--- config.mk ---
export PLATFORM = sky130hd
export DESIGN_NAME = p6m_port6_pins
export DESIGN_NICKNAME = d
export VERILOG_FILES = /design/src/design/p6m_pkg.sv /design/src/design/p6m_clk_if.sv /design/src/design/p6m_clkgen.sv /design/src/design/p6m_port6_pins.sv
export VERILOG_INCLUDE_DIRS = /design/src /design/src/design
export SDC_FILE = /design/constraint.sdc
export NUM_CORES = 1
export LEC_CHECK = 0
export BUFFER_PORTS_ARGS = -buffer_cell sky130_fd_sc_hd__buf_2
export CAP_MARGIN = 20
export CORE_UTILIZATION = 37
export DETAILED_ROUTE_END_ITERATION = 8
export GPL_TIMING_DRIVEN = 0
export HOLD_SLACK_MARGIN = 0.06
export SLEW_MARGIN = 10
export SYNTH_ARGS = -nofsm -noshare
export SYNTH_HDL_FRONTEND = slang
export SYNTH_HIERARCHICAL = 1
export SYNTH_SLANG_ARGS = --single-unit
--- constraint.sdc ---
create_clock -name REF_CLK -period 7.37 [get_ports REF_CLK]
set_input_delay 1.1055 -clock REF_CLK [delete_from_list [all_inputs] [get_ports REF_CLK]]
set_output_delay 1.1055 -clock REF_CLK [all_outputs]
set_load 0.005 [all_outputs]
--- src/design/p6m_regs.svh ---
/*
 * constants for the port 6 media pin block: clock periods, divider
 * counts, strap bit positions, speed select codes and the index of each
 * pin in the synchroniser vector.
 * assumes the block clock period below matches REF_CLK.
 */
`ifndef P6M_REGS_SVH
`define P6M_REGS_SVH

`define P6M_CLK_NS 100

// link clock periods in ns
`define P6M_PER_125_NS 8
`define P6M_PER_50_NS 20
`define P6M_PER_25_NS 40
`define P6M_PER_2P5_NS 400

// half period in block clocks, rounded down, never below one cycle
`define P6M_HALF(p) (((p) / 2 / `P6M_CLK_NS) > 0 ? ((p) / 2 / `P6M_CLK_NS) : 1)
`define P6M_HALF_125 `P6M_HALF(`P6M_PER_125_NS)
`define P6M_HALF_50 `P6M_HALF(`P6M_PER_50_NS)
`define P6M_HALF_25 `P6M_HALF(`P6M_PER_25_NS)
`define P6M_HALF_2P5 `P6M_HALF(`P6M_PER_2P5_NS)

// strap layout on the receive data pins
`define P6M_STRAP_MODE_LSB 0
`define P6M_STRAP_ROLE_BIT 2
`define P6M_STRAP_WAIT 3'h3
`define P6M_STRAP_MII 2'h0
`define P6M_STRAP_RMII 2'h1

// speed select codes
`define P6M_SPD_SEL_10 2'h0
`define P6M_SPD_SEL_100 2'h1

// synchroniser vector layout
`define P6M_SYNC_W 14
`define P6M_IX_TXCLK 0
`define P6M_IX_RXCLK 1
`define P6M_IX_TXEN 2
`define P6M_IX_TXER 3
`define P6M_IX_COL 4
`define P6M_IX_CRS 5
`define P6M_IX_TXD 6
`define P6M_IX_RXD 10

`endif

--- src/design/p6m_pkg.sv ---
/*
 * types for the port 6 media pin block.
 * assumes p6m_regs.svh holds the matching numeric constants.
 */
`include "p6m_regs.svh"

package p6m_pkg;

    typedef enum logic [1:0] {
        MODE_MII,
        MODE_RMII,
        MODE_RGMII
    } p6m_mode_t;

    typedef enum logic [1:0] {
        SPD_10,
        SPD_100,
        SPD_1000
    } p6m_speed_t;

    typedef enum logic {
        ST_STRAP,
        ST_RUN
    } p6m_state_t;

    typedef struct packed {
        logic [7:0] cnt;
        logic lvl;
        logic rise;
        logic fall;
    } p6m_gen_t;

    typedef struct packed {
        p6m_state_t state;
        logic [2:0] wait_cnt;
        p6m_mode_t mode;
        logic role;
        p6m_speed_t speed;
        logic [`P6M_SYNC_W-1:0] s1;
        logic [`P6M_SYNC_W-1:0] s2;
        logic [1:0] pclk;
        logic txclk_oe_b;
        logic rxclk_oe_b;
        logic [3:0] rxd_o;
        logic [3:0] rxd_oe_b;
        logic rxv_o;
        logic rxe_o;
        logic col_o;
        logic col_oe_b;
        logic crs_o;
        logic crs_oe_b;
        logic mac_rdy;
        logic [3:0] rx_data;
        logic rx_valid;
        logic rx_error;
        logic rx_stb;
        logic col_seen;
        logic crs_seen;
    } p6m_top_t;

endpackage

--- src/design/p6m_clk_if.sv ---
/*
 * carrier between the pin block and its link clock generator.
 * assumes both ends run on the same block clock.
 */
`timescale 1ns/1ps
`default_nettype none

interface p6m_clk_if;
    logic [7:0] half;
    logic run;
    logic lvl;
    logic rise;
    logic fall;

    modport gen (
        input half,
        input run,
        output lvl,
        output rise,
        output fall
    );

    modport use_clk (
        output half,
        output run,
        input lvl,
        input rise,
        input fall
    );
endinterface

`default_nettype wire

--- src/design/p6m_clkgen.sv ---
/*
 * divider that makes the link clocks the device itself drives.
 * assumes half is held steady while run is high; rise and fall pulse in
 * the cycle the level changes.
 */
`timescale 1ns/1ps
`default_nettype none

module p6m_clkgen (
    input wire logic clk,
    input wire logic rst_b,
    p6m_clk_if.gen ck
);
    p6m_pkg::p6m_gen_t g_reg;
    p6m_pkg::p6m_gen_t g_next;

    always_comb begin
        g_next = g_reg;
        g_next.rise = 1'b0;
        g_next.fall = 1'b0;
        if (!ck.run) begin
            // parked low so the pin never shows a runt pulse
            g_next.cnt = 8'h00;
            g_next.lvl = 1'b0;
        end else if (g_reg.cnt + 8'h01 >= ck.half) begin
            g_next.cnt = 8'h00;
            g_next.lvl = ~g_reg.lvl;
            g_next.rise = ~g_reg.lvl;
            g_next.fall = g_reg.lvl;
        end else begin
            g_next.cnt = g_reg.cnt + 8'h01;
        end
    end

    always_ff @(posedge clk or negedge rst_b) begin
        if (!rst_b) begin
            g_reg <= '0;
        end else begin
            g_reg <= g_next;
        end
    end

    assign ck.lvl = g_reg.lvl;
    assign ck.rise = g_reg.rise;
    assign ck.fall = g_reg.fall;
endmodule

`default_nettype wire

--- src/design/p6m_port6_pins.sv ---
/*
 * port 6 media interface pins: mode dependent pin directions, link
 * clocks and single data rate nibble transfer in both directions.
 * assumes link clocks are far slower than REF_CLK so edges can be found
 * by sampling; two-way pins are resolved outside from the _OE_B enables.
 */
// Function
// RL1 - MII transmit clock 25 or 2.5 MHz; code makes 5 MHz in place of 25, half period clamped to one 100 ns cycle
// RL2 - MII PHY drives clocks, MAC role receives
// RL3 - RMII normal: reference clock in, rx unused
// RL4 - RMII clock mode: 50 MHz out, ignore in; code drives 5 MHz, half period clamped to one 100 ns block clock
// RL5 - RGMII transmit clock driven in by partner
// RL6 - RGMII receive clock driven out by device
// RL7 - shared transmit enable or control input
// RL8 - transmit error used only in MII
// RL9 - collision only MII, direction follows role
// RL10 - carrier sense only MII, direction follows role
// RL11 - transmit data four bits, RMII two
// RL12 - shared receive valid, carrier or control output
// RL13 - receive error output only in MII
// RL14 - receive data four bits, RMII lower two
// RL15 - receive data pins sampled as straps
// RL16 - mode and role static while traffic runs
`timescale 1ns/1ps
`default_nettype none
`include "p6m_regs.svh"

module p6m_port6_pins (
    input wire logic REF_CLK,
    input wire logic RST_B,
    input wire logic PORT6_TRANSMIT_CLOCK_I,
    output logic PORT6_TRANSMIT_CLOCK_O,
    output logic PORT6_TRANSMIT_CLOCK_OE_B,
    input wire logic PORT6_TRANSMIT_ENABLE,
    input wire logic PORT6_TRANSMIT_ERROR,
    input wire logic [3:0] PORT6_TRANSMIT_DATA,
    input wire logic PORT6_RECEIVE_CLOCK_I,
    output logic PORT6_RECEIVE_CLOCK_O,
    output logic PORT6_RECEIVE_CLOCK_OE_B,
    output logic PORT6_RECEIVE_VALID,
    output logic PORT6_RECEIVE_ERROR,
    input wire logic [3:0] PORT6_RECEIVE_DATA_I,
    output logic [3:0] PORT6_RECEIVE_DATA_O,
    output logic [3:0] PORT6_RECEIVE_DATA_OE_B,
    input wire logic PORT6_COLLISION_DETECT_I,
    output logic PORT6_COLLISION_DETECT_O,
    output logic PORT6_COLLISION_DETECT_OE_B,
    input wire logic PORT6_CARRIER_SENSE_I,
    output logic PORT6_CARRIER_SENSE_O,
    output logic PORT6_CARRIER_SENSE_OE_B,
    input wire logic [1:0] SPEED_SEL,
    input wire logic [3:0] MAC_TX_DATA,
    input wire logic MAC_TX_VALID,
    input wire logic MAC_TX_ERROR,
    output logic MAC_TX_READY,
    input wire logic MAC_COL,
    input wire logic MAC_CRS,
    output logic [3:0] RX_DATA_OUT,
    output logic RX_VALID_OUT,
    output logic RX_ERROR_OUT,
    output logic RX_STROBE_OUT,
    output logic COL_SEEN,
    output logic CRS_SEEN,
    output logic [1:0] MODE_OUT,
    output logic ROLE_OUT,
    output logic STRAP_DONE
);
    p6m_pkg::p6m_top_t r_reg;
    p6m_pkg::p6m_top_t r_next;
    p6m_clk_if ck ();

    logic [`P6M_SYNC_W-1:0] pins_in;
    logic mii, rmii, rgmii, mii_phy, mii_mac, rmii_clk, dev_clk;
    logic tx_rise, tx_fall, rx_fall, cap_edge, launch_edge;

    assign pins_in = {PORT6_RECEIVE_DATA_I, PORT6_TRANSMIT_DATA,
                      PORT6_CARRIER_SENSE_I, PORT6_COLLISION_DETECT_I,
                      PORT6_TRANSMIT_ERROR, PORT6_TRANSMIT_ENABLE,
                      PORT6_RECEIVE_CLOCK_I, PORT6_TRANSMIT_CLOCK_I};

    assign mii = r_reg.mode == p6m_pkg::MODE_MII;
    assign rmii = r_reg.mode == p6m_pkg::MODE_RMII;
    assign rgmii = r_reg.mode == p6m_pkg::MODE_RGMII;
    assign mii_phy = mii & r_reg.role;
    assign mii_mac = mii & ~r_reg.role;
    assign rmii_clk = rmii & r_reg.role;
    // clocks the device makes itself
    assign dev_clk = mii_phy | rmii_clk | rgmii; // [RL2] [RL4] [RL6]

    // edges of the partner clocks, seen after the second sync stage
    assign tx_rise = r_reg.s2[`P6M_IX_TXCLK] & ~r_reg.pclk[0];
    assign tx_fall = ~r_reg.s2[`P6M_IX_TXCLK] & r_reg.pclk[0];
    assign rx_fall = ~r_reg.s2[`P6M_IX_RXCLK] & r_reg.pclk[1];

    // RMII clock mode and MII PHY sample on the device clock; the input
    // reference pin is then ignored
    assign cap_edge = (mii_phy | rmii_clk) ? ck.rise : tx_rise; // [RL3] [RL4] [RL5]
    assign launch_edge = dev_clk ? ck.fall :
                         (mii_mac ? rx_fall : tx_fall); // [RL2] [RL3]

    always_comb begin
        if (rgmii) begin
            case (r_reg.speed)
                p6m_pkg::SPD_1000: ck.half = 8'(`P6M_HALF_125); // [RL6]
                p6m_pkg::SPD_100: ck.half = 8'(`P6M_HALF_25);
                default: ck.half = 8'(`P6M_HALF_2P5);
            endcase
        end else if (rmii) begin
            ck.half = 8'(`P6M_HALF_50); // [RL4]
        end else if (r_reg.speed == p6m_pkg::SPD_10) begin
            ck.half = 8'(`P6M_HALF_2P5); // [RL1]
        end else begin
            ck.half = 8'(`P6M_HALF_25); // [RL1]
        end
    end
    assign ck.run = (r_reg.state == p6m_pkg::ST_RUN) & dev_clk;

    p6m_clkgen u_clkgen (
        .clk(REF_CLK),
        .rst_b(RST_B),
        .ck(ck)
    );

    always_comb begin
        r_next = r_reg;
        r_next.s1 = pins_in;
        r_next.s2 = r_reg.s1;
        r_next.pclk = {r_reg.s2[`P6M_IX_RXCLK], r_reg.s2[`P6M_IX_TXCLK]};
        r_next.rx_stb = 1'b0;
        r_next.mac_rdy = 1'b0;
        case (r_reg.state)
            p6m_pkg::ST_STRAP: begin
                // pins released so the pull resistors show the straps
                r_next.wait_cnt = r_reg.wait_cnt + 3'h1;
                if (r_reg.wait_cnt == `P6M_STRAP_WAIT) begin
                    case (r_reg.s2[`P6M_IX_RXD+`P6M_STRAP_MODE_LSB +: 2])
                        `P6M_STRAP_MII: r_next.mode = p6m_pkg::MODE_MII;
                        `P6M_STRAP_RMII: r_next.mode = p6m_pkg::MODE_RMII;
                        default: r_next.mode = p6m_pkg::MODE_RGMII;
                    endcase // [RL15]
                    r_next.role = r_reg.s2[`P6M_IX_RXD+`P6M_STRAP_ROLE_BIT];
                    r_next.state = p6m_pkg::ST_RUN;
                end
            end
            p6m_pkg::ST_RUN: begin
                // mode and role never change here; speed only between
                // frames so a clock never switches rate mid nibble
                if (!r_reg.s2[`P6M_IX_TXEN] && !MAC_TX_VALID &&
                    !r_reg.rxv_o) begin
                    case (SPEED_SEL)
                        `P6M_SPD_SEL_10: r_next.speed = p6m_pkg::SPD_10;
                        `P6M_SPD_SEL_100: r_next.speed = p6m_pkg::SPD_100;
                        default: r_next.speed = p6m_pkg::SPD_1000;
                    endcase // [RL16]
                end
                r_next.txclk_oe_b = ~mii_phy; // [RL2] [RL3] [RL5]
                r_next.rxclk_oe_b = ~dev_clk; // [RL2] [RL4] [RL6]
                r_next.rxd_oe_b = rmii ? 4'hC : 4'h0; // [RL14]
                r_next.col_oe_b = ~mii_phy; // [RL9]
                r_next.crs_oe_b = ~mii_phy; // [RL10]
                r_next.col_o = mii_phy & MAC_COL; // [RL9]
                r_next.crs_o = mii_phy & MAC_CRS; // [RL10]
                r_next.col_seen = mii_mac & r_reg.s2[`P6M_IX_COL]; // [RL9]
                r_next.crs_seen = mii_mac & r_reg.s2[`P6M_IX_CRS]; // [RL10]
                if (cap_edge) begin
                    r_next.rx_stb = 1'b1;
                    r_next.rx_data = r_reg.s2[`P6M_IX_TXD +: 4] &
                                     (rmii ? 4'h3 : 4'hF); // [RL11]
                    r_next.rx_valid = r_reg.s2[`P6M_IX_TXEN]; // [RL7]
                    r_next.rx_error = mii & r_reg.s2[`P6M_IX_TXER]; // [RL8]
                end
                if (launch_edge) begin
                    r_next.mac_rdy = MAC_TX_VALID;
                    r_next.rxv_o = MAC_TX_VALID; // [RL12]
                    r_next.rxe_o = mii & MAC_TX_VALID & MAC_TX_ERROR; // [RL13]
                    r_next.rxd_o = MAC_TX_VALID ?
                        (MAC_TX_DATA & (rmii ? 4'h3 : 4'hF)) : 4'h0; // [RL14]
                end
            end
            default: r_next.state = p6m_pkg::ST_STRAP;
        endcase
    end

    always_ff @(posedge REF_CLK or negedge RST_B) begin
        if (!RST_B) begin
            r_reg <= '0;
            r_reg.state <= p6m_pkg::ST_STRAP;
            r_reg.speed <= p6m_pkg::SPD_100;
            r_reg.txclk_oe_b <= 1'b1;
            r_reg.rxclk_oe_b <= 1'b1;
            r_reg.rxd_oe_b <= 4'hF;
            r_reg.col_oe_b <= 1'b1;
            r_reg.crs_oe_b <= 1'b1;
        end else begin
            r_reg <= r_next;
        end
    end

    assign PORT6_TRANSMIT_CLOCK_O = ck.lvl;
    assign PORT6_TRANSMIT_CLOCK_OE_B = r_reg.txclk_oe_b;
    assign PORT6_RECEIVE_CLOCK_O = ck.lvl;
    assign PORT6_RECEIVE_CLOCK_OE_B = r_reg.rxclk_oe_b;
    assign PORT6_RECEIVE_VALID = r_reg.rxv_o;
    assign PORT6_RECEIVE_ERROR = r_reg.rxe_o;
    assign PORT6_RECEIVE_DATA_O = r_reg.rxd_o;
    assign PORT6_RECEIVE_DATA_OE_B = r_reg.rxd_oe_b;
    assign PORT6_COLLISION_DETECT_O = r_reg.col_o;
    assign PORT6_COLLISION_DETECT_OE_B = r_reg.col_oe_b;
    assign PORT6_CARRIER_SENSE_O = r_reg.crs_o;
    assign PORT6_CARRIER_SENSE_OE_B = r_reg.crs_oe_b;
    assign MAC_TX_READY = r_reg.mac_rdy;
    assign RX_DATA_OUT = r_reg.rx_data;
    assign RX_VALID_OUT = r_reg.rx_valid;
    assign RX_ERROR_OUT = r_reg.rx_error;
    assign RX_STROBE_OUT = r_reg.rx_stb;
    assign COL_SEEN = r_reg.col_seen;
    assign CRS_SEEN = r_reg.crs_seen;
    assign MODE_OUT = r_reg.mode;
    assign ROLE_OUT = r_reg.role;
    assign STRAP_DONE = r_reg.state == p6m_pkg::ST_RUN;
endmodule

`default_nettype wire

### After elaboration in Yosys (flattened, before gate mapping)

Cells that the tools add are included.

| word-level totals | value |
|---|---|
| register bits | 72 |
| input port bits | 26 |
| output and inout port bits | 32 |
| word-level logic and storage cells | 100 |

| operators by class | value |
|---|---|
| $add $sub $neg | 2 |
| order comparisons | 1 |
| eq/ne operators | 8 |
| mux-type cells | 22 |
| bitwise gates (word level) | 26 |
| reduce and logical (&&, ||, !) cells | 14 |

Operators with widths:

| cell | number |
|---|---|
| AND 1 bit | 14 |
| two-way mux 7 bit | 2 |
| two-way mux 4 bit | 3 |
| two-way mux 10 bit | 1 |
| two-way mux 2 bit | 5 |
| two-way mux 9 bit | 1 |
| adder 8 x 1 -> 8 bit, second input constant | 1 |
| AND 4 bit | 2 |
| == test 2 x 1 -> 1 bit, second input constant | 4 |
| >= comparator 8 x 2 -> 1 bit | 1 |
| zero test 2 bit | 4 |
| two-way mux 8 bit | 1 |
| NOT 1 bit | 8 |
| one-hot mux 2 bit (2 select lines) | 2 |
| AND reduction 2 bit | 4 |
| two-way mux 3 bit | 2 |
| two-way mux 1 bit | 5 |
| == test 2 bit, second input constant | 2 |
| adder 3 x 1 -> 3 bit, second input constant | 1 |
| == test 3 x 2 -> 1 bit, second input constant | 1 |
| zero test 1 bit | 3 |
| logical AND 1 bit | 2 |
| inequality test 2 bit, second input constant | 1 |
| bitwise OR 1 bit | 2 |
| OR reduction 2 bit | 1 |

### Depth between registers and ports, before layout

| logic depth | value |
|---|---|
| word-level depth | 7 |
| gate-level depth with buffers | 10 |
| gate-level depth less buffers | 10 |

### Cells and area by module

Netlist, hierarchy kept.

By module, submodules not included:

| module | times used | cells an instance | area an instance (um^2) | seq. area each (um^2) |
|---|---|---|---|---|
| p6m_port6_pins | 1 | 164 | 2248.4 | 1482.7 |
| p6m_clkgen | 1 | 67 | 703.2 | 275.3 |

### Worst setup path before layout

OpenSTA, ideal clock, no wires.

| timing | value |
|---|---|
| path type | register -> register |
| start | reg r_reg[56] in the netlist's numbering |
| end | reg u_clkgen/g_reg[4] in the netlist's numbering |
| library setup time | 0.067 ns |
| data arrival time | 2.317 ns |
| data required time | 7.303 ns |
| path slack | 4.986 ns |
| cell stages (with the launch flop) | 11 |
| path buffers | 0 |
| clock period less this slack | 2.384 ns |
| cells stage by stage | dfstp_2 inv_1 ha_1 or2b_1 a32o_1 inv_1 ha_1 nand2b_4 a2111oi_4 o21a_2 and3_1 |

RTL lines:

| element | RTL line | RTL |
|---|---|---|
| start, declared | p6m_port6_pins.sv:68 | `p6m_pkg::p6m_top_t r_reg;` |
| start signal, assigned | p6m_port6_pins.sv:195 | `r_reg <= r_next;` |
| end signal, assigned | p6m_clkgen.sv:39 | `g_reg <= g_next;` |
| end, declared | p6m_clkgen.sv:14 | `p6m_pkg::p6m_gen_t g_reg;` |

==> results.md <==
* Status: finished clean
* Max Clk Rate at 386.8 MHz
* RSZ-0062 raised after global routing: no
* Routed len/inst at 11.97 um
* Maxcap violations at 0
* Met1 WL at 2402 um
* Via density at 4.377
* Port Buf Inserts at 56
* Arr. time, crit path at 2.85 ns
* Via Count at 1799
* Delay of the slowest critical-path stage at 0.52 ns
* PnR worst setup slack at 4.785 ns
* Critical R2R Launch: r_reg[56]
* Post-cts sizing count at 0
* Synthesis Warnings at 6
* Die height at 91.32 um
* Hold Path Origin: r_next[32]
* CTS tree: built
* RR Endpoint: u_clkgen/g_reg[10]
* Grt total ovfl at 0
* Hold slack final at 0.3491 ns
* Most frequent cells in the layout: dfrtp_1, buf_2, inv_1, buf_4, nand2_1
* Number of flip-flops in the largest register at 18
* Pwr per Cell Area at 233.6 mW/mm^2
* Seq pwr share at 0.512
* Psw at 0.2210 mW
* Post-CTS Setup Repair Bufs at 0
* Syn-to-layout area delta at 21.45%
* Max_slew headroom at 0.6040
* Hold_buf cts at 0
* Peak supply drop at 0.1089 mV
* Post-Syn Area at 0.002952 mm^2
* Hold Path End: r_reg[32]
* CP bufs+invs at 2
* CTS HTree Levels at 3
* Crit Path Category: register to register
* First-pass GRT wire length at 8487 um
* Post-Place Cell Area at 0.003401 mm^2
* Worst setup EP type: register
* Hold path depth at 0
* Clk pin slew, worst setup/hold paths at 0.08 ns
* Met2 routed WL at 2194 um
* Gr usage total at 0.1360
* Yosys cell types at 42
* Asr flop ratio synth at 1.000
* #FFs+latches synth at 70
* Antenna cell count at 0
* Largest net degree at the start of global routing at 37
* Setup violations, final at 0
* P_leak at 1.818 nW
* R2R Setup Slk at 4.79 ns
* Crit path max-delay family: compound AO/OA/AOI/OAI gates
* Worst-case clock skew at 0.005475 ns
* CTS Buf Count at 9
* GPL Wtd Cong at 0.6928
* Routed Wire Length at 4919 um
* Final instance area at 0.003585 mm^2
* Max layer used: met4
* Final Hold Viols at 0
* Die X at 91.32 um
* WP depth at 10
* Logic pwr share at 0.152
* HP Class: register to register
* Post-place setup slack at 4.775 ns
* Core Box Area at 0.007727 mm^2
* Most used flip-flop cell after synthesis: dfrtp_1
* Sw Ratio at 0.2638
* Critical path launch point type: register
* Number of global-route vias before repair at 1795
* Syn avg cell area at 12.78 um^2
* Detail Route Antenna Nets at 0
* Met3 Wirelength at 217 um
* Worst-Margin Slew at 0.5858 ns
* Drt pass-1 iters at 4
* Sequential-to-total area share from yosys stat at 0.5956
* Worst skew pair latency at 0.34 ns
* Final Cycle Share at 0.3507
* Gate count after technology mapping at 231
* CTS Root Cell: clkbuf_8
* Clk sinks at 70
* Initial cell density of the core at 0.3820
* Layout cell share with drive strength beyond 1 at 0.3754
* Most common cell after layout, fill and taps aside: dfrtp_1
* Nets at 342
* EDFF count, synth at 0
* Pins Over Slew Limit at 0
* Clock power frac at 0.336
* Clk buf depth at 2
* R2R cell count at 10
* Setup TNS at 0 ns
* Die area at 0.008338 mm^2
* Slowest CP cell: dfstp_2
* CP cell instances: inv_1 -> ha_1 -> or2b_1 -> a32o_1 -> inv_1 -> ha_1 -> nand2b_4 -> a2111oi_4 -> o211ai_2 -> nor2b_1
* Row Count at 32
* Initial antenna violation count at 0
* DP HPWL at 3568 um
* Post-route DRC at 0
* Worst Path Required at 7.64 ns
* CP max FO at 7
* Pint at 0.6165 mW
* Initial DRC Count at 91
* Final min period at 2.585 ns
* Ports at 58
-- metal layers --
layer,up-vias,GRT usage
met5,-,0
met4,0,0.07937
met3,9,0.03601
met2,48,0.2020
met1,860,0.1787
li1,882,-
-- worst register-to-register path: cells and delay by family, from the launching register on --
kind,cells,cell delay [ns]
simple gates,3,0.54
fa+ha+maj,2,0.44
compound gates,3,0.91
buf+inv,2,0.12
flops,1,0.52
-- power groups by stage --
stage	registers, mW	clock network, mW	logic, mW
finish	0.429	0.281	0.127
global route	0.433	0.310	0.142
CTS	0.429	0.294	0.130
detailed placement	0.437	0	0.129
global placement	0.436	0	0.124
floorplan	0.433	0	0.0857
-- area by class of cell --
class	count	area [um^2]
buffer	20	141.4
clock buffer	10	137.6
clock inverter	6	46.29
fill	717	4143
inverter	22	82.58
multi-input combinational	124	988.4
sequential	70	1758
tap	102	127.6
timing repair buffer	57	302.8
-- how the worst max path moves through the flow --
stage	from	end	slack, ns
CTS	r_reg[56]	u_clkgen/g_reg[10]	4.76
global placement	RST_B	r_next[29]	4.83
detailed placement	r_reg[56]	u_clkgen/g_reg[10]	4.78
global route	r_reg[56]	u_clkgen/g_reg[10]	4.62
finish	r_reg[56]	u_clkgen/g_reg[10]	4.79
floorplan	r_reg[56]	u_clkgen/g_reg[4]	4.99
-- logic make-up after synthesis --
| logic type | share of synthesized area |
|---|---|
| compound gates | 0.05977 |
| xor+xnor | 0.02077 |
| fa+ha+maj | 0.05087 |
| buf+inv | 0.07588 |
| flops | 0.5956 |
| mux | 0.07419 |
| other cells | 0.001271 |
| simple gates | 0.1217 |
-- metrics by stage --
| stage | total power [mW] | utilization | instances |
|---|---|---|---|
| final | 0.8375 | 0.4639 | 411 |
| after global routing | 0.8849 | 0.4639 | 411 |
| after CTS | 0.8528 | 0.4639 | 411 |
| after detailed placement | 0.5661 | 0.4401 | 395 |
| after global placement | 0.5596 | 0.4372 | 394 |
| after floorplan | 0.5188 | - | 236 |
-- cell usage after synthesis (2+ instances only) --
cell type / instances / area share
dfrtp_1: 65 / 0.55
inv_1: 22 / 0.028
buf_4: 17 / 0.043
nand2_1: 13 / 0.017
ha_1: 12 / 0.051
nor2b_1: 11 / 0.023
mux2i_1: 8 / 0.027
mux2_2: 7 / 0.027
nor2_1: 7 / 0.0089
nand2b_1: 6 / 0.013
o21ai_0: 6 / 0.010
and3_1: 5 / 0.011
dfstp_2: 5 / 0.045
mux2_4: 4 / 0.020
xnor2_1: 4 / 0.012
nand3_1: 3 / 0.0051
xor2_1: 3 / 0.0089
and2_1: 2 / 0.0042
and4_1: 2 / 0.0059
buf_2: 2 / 0.0034
nand3b_1: 2 / 0.0051
nand4_1: 2 / 0.0042
o21a_1: 2 / 0.0051
o22ai_1: 2 / 0.0042
or2b_1: 2 / 0.0051
(Power assumes the default switching activity.)
